`src/aac_map.vh`:
```
// Opcode field positions, match patterns and reset values for the decoder
`ifndef AAC_MAP_VH
`define AAC_MAP_VH
`define AAC_OP8_ADD_IMM    8'h2C
`define AAC_OP8_ADDWB_IMM  8'h2D
`define AAC_OP8_AND_IMM    8'h2E
`define AAC_OP8_ANDWB_IMM  8'h2F
`define AAC_OP8_AND_MEM    8'h2A
`define AAC_OP9_ADDWB_MEM  9'h052
`define AAC_OP9_ANDWB_MEM  9'h056
`define AAC_OP5_CALL       5'h0C
`define AAC_OP16_CLR_CARRY 16'h5000
`define AAC_IMM_HI         7
`define AAC_IMM_LO         4
`define AAC_WR_HI          3
`define AAC_WR_LO          0
`define AAC_MEM_HI         6
`define AAC_TGT_HI         10
`define AAC_PC_RESET       11'h000
`endif

```
`src/aac_decode.v`:
```
// Decode and execute of keep-carry add, AND, call and carry-clear instructions
`timescale 1ns/1ps
`include "aac_map.vh"
////////////////////////////////////////////////////////////////////////////////
// Timing in brief:
//   - A word is taken at the rising edge that sees i_instr_valid high.
//   - Its results show one cycle later; there is no stall and no bubble.
//   - Memory and working register read data must belong to the same word.
//   - Write strobes and the stack push stand for one cycle only.
//   - Addresses and write data hold after a strobe until the next write.
//   - Words that this block does not decode only step the counter.
// Limitation: carry is never set here; another block owns the carrying
// add forms, so the keep-carry forms simply leave the flag alone.
// Back-to-back words are fine because the accumulator feeds the next
// sum directly from its register.
////////////////////////////////////////////////////////////////////////////////
module aac_decode
(
  input  wire        i_clk_sys,
  input  wire        i_srst,
  input  wire        i_instr_valid,
  input  wire [15:0] i_instr,
  input  wire [3:0]  i_mem_rdata,
  input  wire [3:0]  i_wr_rdata,
  output reg  [3:0]  o_arith_result_reg,
  output reg         o_carry_flag,
  output reg         o_zero_flag,
  output reg  [10:0] o_program_counter,
  output reg  [6:0]  o_mem_addr,
  output reg  [3:0]  o_mem_wdata,
  output reg         o_mem_we,
  output reg  [3:0]  o_wr_addr,
  output reg  [3:0]  o_wr_wdata,
  output reg         o_wr_we,
  output reg  [10:0] o_stack_wdata,
  output reg         o_stack_push
);

  ////////////////////////////////////////////////////////////////////////////
  // Operand fields; memory and register read data belong to the current word
  wire [3:0] imm    = i_instr[`AAC_IMM_HI:`AAC_IMM_LO];
  wire [3:0] wr_idx = i_instr[`AAC_WR_HI:`AAC_WR_LO];
  wire [7:0] op8    = i_instr[15:8];
  wire [8:0] op9    = i_instr[15:7];

  wire add_keep_carry_imm       = (op8 == `AAC_OP8_ADD_IMM);
  wire add_keep_carry_writeback_imm = (op8 == `AAC_OP8_ADDWB_IMM);
  wire add_keep_carry_writeback_mem = (op9 == `AAC_OP9_ADDWB_MEM);
  wire and_to_result_imm        = (op8 == `AAC_OP8_AND_IMM);
  wire and_to_result_mem        = (op8 == `AAC_OP8_AND_MEM);
  wire and_writeback_imm        = (op8 == `AAC_OP8_ANDWB_IMM);
  wire and_writeback_mem        = (op9 == `AAC_OP9_ANDWB_MEM);
  wire call_instr               = (i_instr[15:11] == `AAC_OP5_CALL);
  wire carry_clear_instr        = (i_instr == `AAC_OP16_CLR_CARRY);

  ////////////////////////////////////////////////////////////////////////////
  // Result selection; a 4-bit sum drops carry since these forms keep it
  reg [3:0] next_result;
  reg       next_load;
  always @*
  begin
    next_result = 4'h0;
    next_load   = 1'b0;
    if (add_keep_carry_imm || add_keep_carry_writeback_imm)
    begin
      next_result = i_wr_rdata + imm;
      next_load   = 1'b1;
    end
    else if (add_keep_carry_writeback_mem)
    begin
      next_result = i_mem_rdata + o_arith_result_reg;
      next_load   = 1'b1;
    end
    else if (and_to_result_imm || and_writeback_imm)
    begin
      next_result = i_wr_rdata & imm;
      next_load   = 1'b1;
    end
    else if (and_to_result_mem || and_writeback_mem)
    begin
      next_result = i_mem_rdata & o_arith_result_reg;
      next_load   = 1'b1;
    end
  end

  ////////////////////////////////////////////////////////////////////////////
  // Write-back groups, shared by the port processes below
  wire mem_writeback = add_keep_carry_writeback_mem | and_writeback_mem;
  wire wr_writeback  = add_keep_carry_writeback_imm | and_writeback_imm;
  wire exec          = i_instr_valid;

  ////////////////////////////////////////////////////////////////////////////
  // Counter step, used for both the fall-through and the return address
  function [10:0] aac_pc_step;
    input [10:0] pc;
    begin
      aac_pc_step = pc + 11'h001;
    end
  endfunction

  // Zero test on a 4-bit result
  function aac_is_zero;
    input [3:0] value;
    begin
      aac_is_zero = (value == 4'h0);
    end
  endfunction

  ////////////////////////////////////////////////////////////////////////////
  // Accumulator and zero flag; words that load nothing leave both alone
  always @(posedge i_clk_sys)
  begin
    if (i_srst)
    begin
      o_arith_result_reg <= 4'h0;
      o_zero_flag        <= 1'b0;
    end
    else if (exec && next_load)
    begin
      o_arith_result_reg <= next_result;
      o_zero_flag        <= aac_is_zero(next_result);
    end
  end

  ////////////////////////////////////////////////////////////////////////////
  // Carry flag; no form in this block sets it, so only the clear acts.
  // The keep-carry forms never reach this process, which is how they keep it.
  always @(posedge i_clk_sys)
  begin
    if (i_srst)
      o_carry_flag <= 1'b0;
    else if (exec && carry_clear_instr)
      o_carry_flag <= 1'b0;
  end

  ////////////////////////////////////////////////////////////////////////////
  // Program counter; a call replaces the step, unknown words only step
  always @(posedge i_clk_sys)
  begin
    if (i_srst)
      o_program_counter <= `AAC_PC_RESET;
    else if (exec && call_instr)
      o_program_counter <= i_instr[`AAC_TGT_HI:0];
    else if (exec)
      o_program_counter <= aac_pc_step(o_program_counter);
  end

  ////////////////////////////////////////////////////////////////////////////
  // Data memory port; address and data hold after the strobe so the
  // neighbouring memory may sample them late in the cycle
  always @(posedge i_clk_sys)
  begin
    if (i_srst)
    begin
      o_mem_addr  <= 7'h00;
      o_mem_wdata <= 4'h0;
      o_mem_we    <= 1'b0;
    end
    else
    begin
      o_mem_we <= exec & mem_writeback;
      if (exec && mem_writeback)
      begin
        o_mem_addr  <= i_instr[`AAC_MEM_HI:0];
        o_mem_wdata <= next_result;
      end
    end
  end

  ////////////////////////////////////////////////////////////////////////////
  // Working register port; same hold behaviour as the memory port
  always @(posedge i_clk_sys)
  begin
    if (i_srst)
    begin
      o_wr_addr  <= 4'h0;
      o_wr_wdata <= 4'h0;
      o_wr_we    <= 1'b0;
    end
    else
    begin
      o_wr_we <= exec & wr_writeback;
      if (exec && wr_writeback)
      begin
        o_wr_addr  <= wr_idx;
        o_wr_wdata <= next_result;
      end
    end
  end

  ////////////////////////////////////////////////////////////////////////////
  // Return stack port; the pushed value is the step of the counter that
  // the call itself occupies, taken before the jump lands
  always @(posedge i_clk_sys)
  begin
    if (i_srst)
    begin
      o_stack_wdata <= 11'h000;
      o_stack_push  <= 1'b0;
    end
    else
    begin
      o_stack_push <= exec & call_instr;
      if (exec && call_instr)
        o_stack_wdata <= aac_pc_step(o_program_counter);
    end
  end

endmodule // aac_decode

```
`config.mk`:
```
export PLATFORM = sky130hd
export DESIGN_NAME = aac_decode
export DESIGN_NICKNAME = d
export VERILOG_FILES = /design/src/aac_decode.v
export VERILOG_INCLUDE_DIRS = /design/src /design/src/src
export SDC_FILE = /design/constraint.sdc
export NUM_CORES = 1
export LEC_CHECK = 0
export BUFFER_PORTS_ARGS = -buffer_cell sky130_fd_sc_hd__buf_4
export CAP_MARGIN = 30
export CELL_PAD_IN_SITES_DETAIL_PLACEMENT = 1
export CELL_PAD_IN_SITES_GLOBAL_PLACEMENT = 2
export CORE_ASPECT_RATIO = 1.25
export CORE_MARGIN = 2
export CORE_UTILIZATION = 30
export DETAILED_ROUTE_END_ITERATION = 12
export GPL_ROUTABILITY_DRIVEN = 0
export PLACE_DENSITY = 0.89
export SLEW_MARGIN = 40
export SYNTH_ARGS = -nofsm -noshare
export SYNTH_HDL_FRONTEND = slang
export SYNTH_SLANG_ARGS = --single-unit
```
`constraint.sdc`:
```
create_clock -name i_clk_sys -period 2.6 [get_ports i_clk_sys]
set_clock_uncertainty 0.05 [all_clocks]
set_input_delay 0.13 -clock i_clk_sys [delete_from_list [all_inputs] [get_ports i_clk_sys]]
set_output_delay 0.13 -clock i_clk_sys [all_outputs]
set_load 0.005 [all_outputs]
```
==> flow_summary.json <==
{
  "status": "complete, no violations",
  "power_mw": 1.374,
  "drc": 0,
  "layout_common_cells": "buf_4, dfxtp_1, nor2_1",
  "drtIter0Drc": 65,
  "antenna_left": 0,
  "num_io_pins": 77,
  "power_leakage_nw": 1.500,
  "rsz0062_at_grt": "no",
  "dpl_cell_area_um2": 3193,
  "cts_buffer_depth": 2,
  "cts_setup_buffers": 0,
  "start_util_pct": 31.22,
  "synth.distinct_cells": 50,
  "powerDensity_nw_per_um2": 418.6,
  "async_flop_share_pct": 0,
  "grt_overflow": 0,
  "rows": 37,
  "crit_buf_inv": 1,
  "area_growth_pct": 26.89,
  "ctsResizeCount": 0,
  "syn_area_per_cell_um2": 8.801,
  "drv_cap": 0,
  "crit_path_max_fanout": 4,
  "critPathKind": "register to register",
  "nets": 399,
  "synthesis.nets": 332,
  "diodes": 0,
  "syn_area_um2": 2587,
  "antenna_found_initial": 0,
  "drt_wl_total_um": 7229,
  "synthCells": 294,
  "viasPerCell": 5.007,
  "cpLargestDelayFamily": "compound AO/OA/AOI/OAI gates",
  "worstMarginPinSlew_ns": 0.5434,
  "grt_pass1_wl_um": 11890,
  "largestRegisters": "o_program_counter: 11 flops, o_stack_wdata: 11 flops, o_mem_addr: 7 flops",
  "worst_setup_path_start_kind": "register",
  "layout_commonest_cell": "buf_4",
  "path_clk_slew_ns": 0.09,
  "ctsRootBufferMaster": "clkbuf_8",
  "r2r_setup_slack_ns": 0.47,
  "grt_pass1_vias": 2349,
  "cp-end-kind": "register",
  "cts_inserted_buffers": 5,
  "grt_max_degree": 50,
  "critical_path.max_stage_delay_ns": 0.40,
  "min_period_ns": 2.128,
  "fmax_mhz": 470.0,
  "vias": 2298,
  "ys.flop_type": "dfxtp_1",
  "worst_ir_drop_vdd_v": 0.0001960,
  "drive_gt1_share_pct": 27.35,
  "dieArea_um2": 9388,
  "core-area_um2": 8287,
  "die_y_um": 107.8,
  "final_util_pct": 39.62,
  "clk_latency_ns": 0.31,
  "final_max_slew_viol_count": 0,
  "hold_viol": 0,
  "period_share_pct": 81.83,
  "yosys_warnings": 0,
  "synth_edf_count": 0,
  "yosysSeqAreaShare_pct": 37.91,
  "ctsHoldBuffers": 0,
  "h-tree-depth": 2,
  "grt.total_usage_pct": 16.12,
  "cp_cell_sequence": "ha_1 -> inv_1 -> fa_1 -> xnor2_1 -> nand2_1 -> a311oi_4 -> nor2_1 -> a31o_1",
  "max-slew-margin-rel_pct": 63.77,
  "ys_ff_latch": 49,
  "worstPathArrival_ns": 2.27,
  "hpwl_um": 5507,
  "die_x_um": 87.07,
  "drtPass1Iterations": 4,
  "port_buffers": 75,
  "cp_slowest_cell": "a311oi_4",
  "avgRoutedWirePerCell_um": 15.75,
  "tns_ns": 0,
  "clkSinkCount": 49,
  "finalSetupViolCount": 0,
  "final_cell_area_um2": 3283,
  "worstPathRequired_ns": 2.75,
  "nFillCells": 993,
  "cts_tree": "yes",
  "hp-class": "input pin to register"
}
-- worst register-to-register path: stages, from the launching register on --
cell      delay [ns]
dfxtp_1         0.37
ha_1            0.19
inv_1           0.07
fa_1            0.38
xnor2_1         0.16
nand2_1         0.10
a311oi_4        0.40
nor2_1          0.09
a31o_1          0.21
-- through the flow --
stage | hold slack, ns | cells | worst slack [ns]
after floorplan | 0.2239 | 294 | 0.6540
after global placement | 0.3385 | 451 | 0.5863
after detailed placement | 0.3566 | 451 | 0.4508
after CTS | 0.03323 | 459 | 0.4489
after global routing | 0.04176 | 459 | 0.3251
final | 0.03769 | 459 | 0.4724
-- per-layer routing --
layer / global-route usage [%] / wire length, um / share of wire, % / vias to the layer above
li1: - / - / - / 1143
met1: 20.33 / 3196 / 44 / 1097
met2: 27.64 / 3653 / 51 / 50
met3: 2.684 / 261 / 3.6 / 8
met4: 5.134 / 118 / 1.6 / 0
met5: 0 / 0 / 0 / -
-- final timing paths --
| path | start | endpoint | cells past startpoint |
|---|---|---|---|
| worst min-delay path | i_instr[4] | o_mem_addr[4]$_SDFFE_PP0P_ | 3 |
| worst max-delay path | o_arith_result_reg[0]$_SDFFE_PP0P_ | o_zero_flag$_SDFFE_PP0P_ | 8 |
| worst min register to register | o_stack_wdata[1]$_SDFFE_PP0P_ | o_stack_wdata[1]$_SDFFE_PP0P_ | 2 |
| worst max register to register | o_arith_result_reg[0]$_SDFFE_PP0P_ | o_zero_flag$_SDFFE_PP0P_ | 8 |
-- cells in the mapped netlist, types with 2 or more instances --
master | instances | area share, %
o211ai_1 | 2 | 0.58
nor2b_1 | 4 | 0.97
nand2_1 | 24 | 3.5
nand4b_1 | 3 | 1.0
nand4_1 | 2 | 0.48
and3_1 | 2 | 0.48
buf_2 | 6 | 1.2
and2_1 | 7 | 1.7
nand2b_1 | 6 | 1.5
fa_1 | 2 | 1.5
buf_4 | 3 | 0.87
ha_1 | 9 | 4.4
inv_1 | 11 | 1.6
mux2i_1 | 22 | 8.5
a211oi_1 | 5 | 1.5
a21o_1 | 2 | 0.58
o21ai_1 | 8 | 1.5
a31o_1 | 2 | 0.68
clkbuf_1 | 7 | 1.0
nand3_1 | 4 | 0.77
dfxtp_1 | 49 | 38
nor3b_1 | 4 | 1.2
clkbuf_8 | 2 | 1.1
or3b_4 | 2 | 0.87
xor2_1 | 4 | 1.4
nor3_1 | 6 | 1.2
or3_1 | 2 | 0.48
o21ai_0 | 10 | 1.9
nor2_1 | 41 | 5.9
a21oi_1 | 19 | 3.7
xnor2_1 | 5 | 1.7
-- layout make-up --
cell class                      instances  area (um2)  area share (%)
Clock buffer                            5       68.82           2.096
Tap cell                               97       121.4           3.697
Timing Repair Buffer                   78       585.6           17.84
Inverter                               11       41.29           1.258
Multi-Input combinational cell        216        1464           44.59
Sequential cell                        49       980.9           29.88
Clock inverter                          3       21.27          0.6479
-- cells by family after synthesis --
group | share of synthesized area, %
adder cells (fa/ha/maj) | 5.900
flip-flops | 37.91
AND/OR/NAND/NOR | 23.65
AO/OA/AOI/OAI | 14.27
buffers and inverters | 5.706
XOR/XNOR | 3.046
other | 0.1449
multiplexers | 9.381
-- power by group --
| group | leakage [nW] | internal (mW) | total [mW] | switching (mW) |
|---|---|---|---|---|
| Combinational | 1.06 | 0.0689 | 0.148 | 0.0793 |
| Clock | 0.0445 | 0.192 | 0.463 | 0.271 |
| Sequential | 0.395 | 0.756 | 0.763 | 0.00732 |
(Power assumes the default switching activity.)
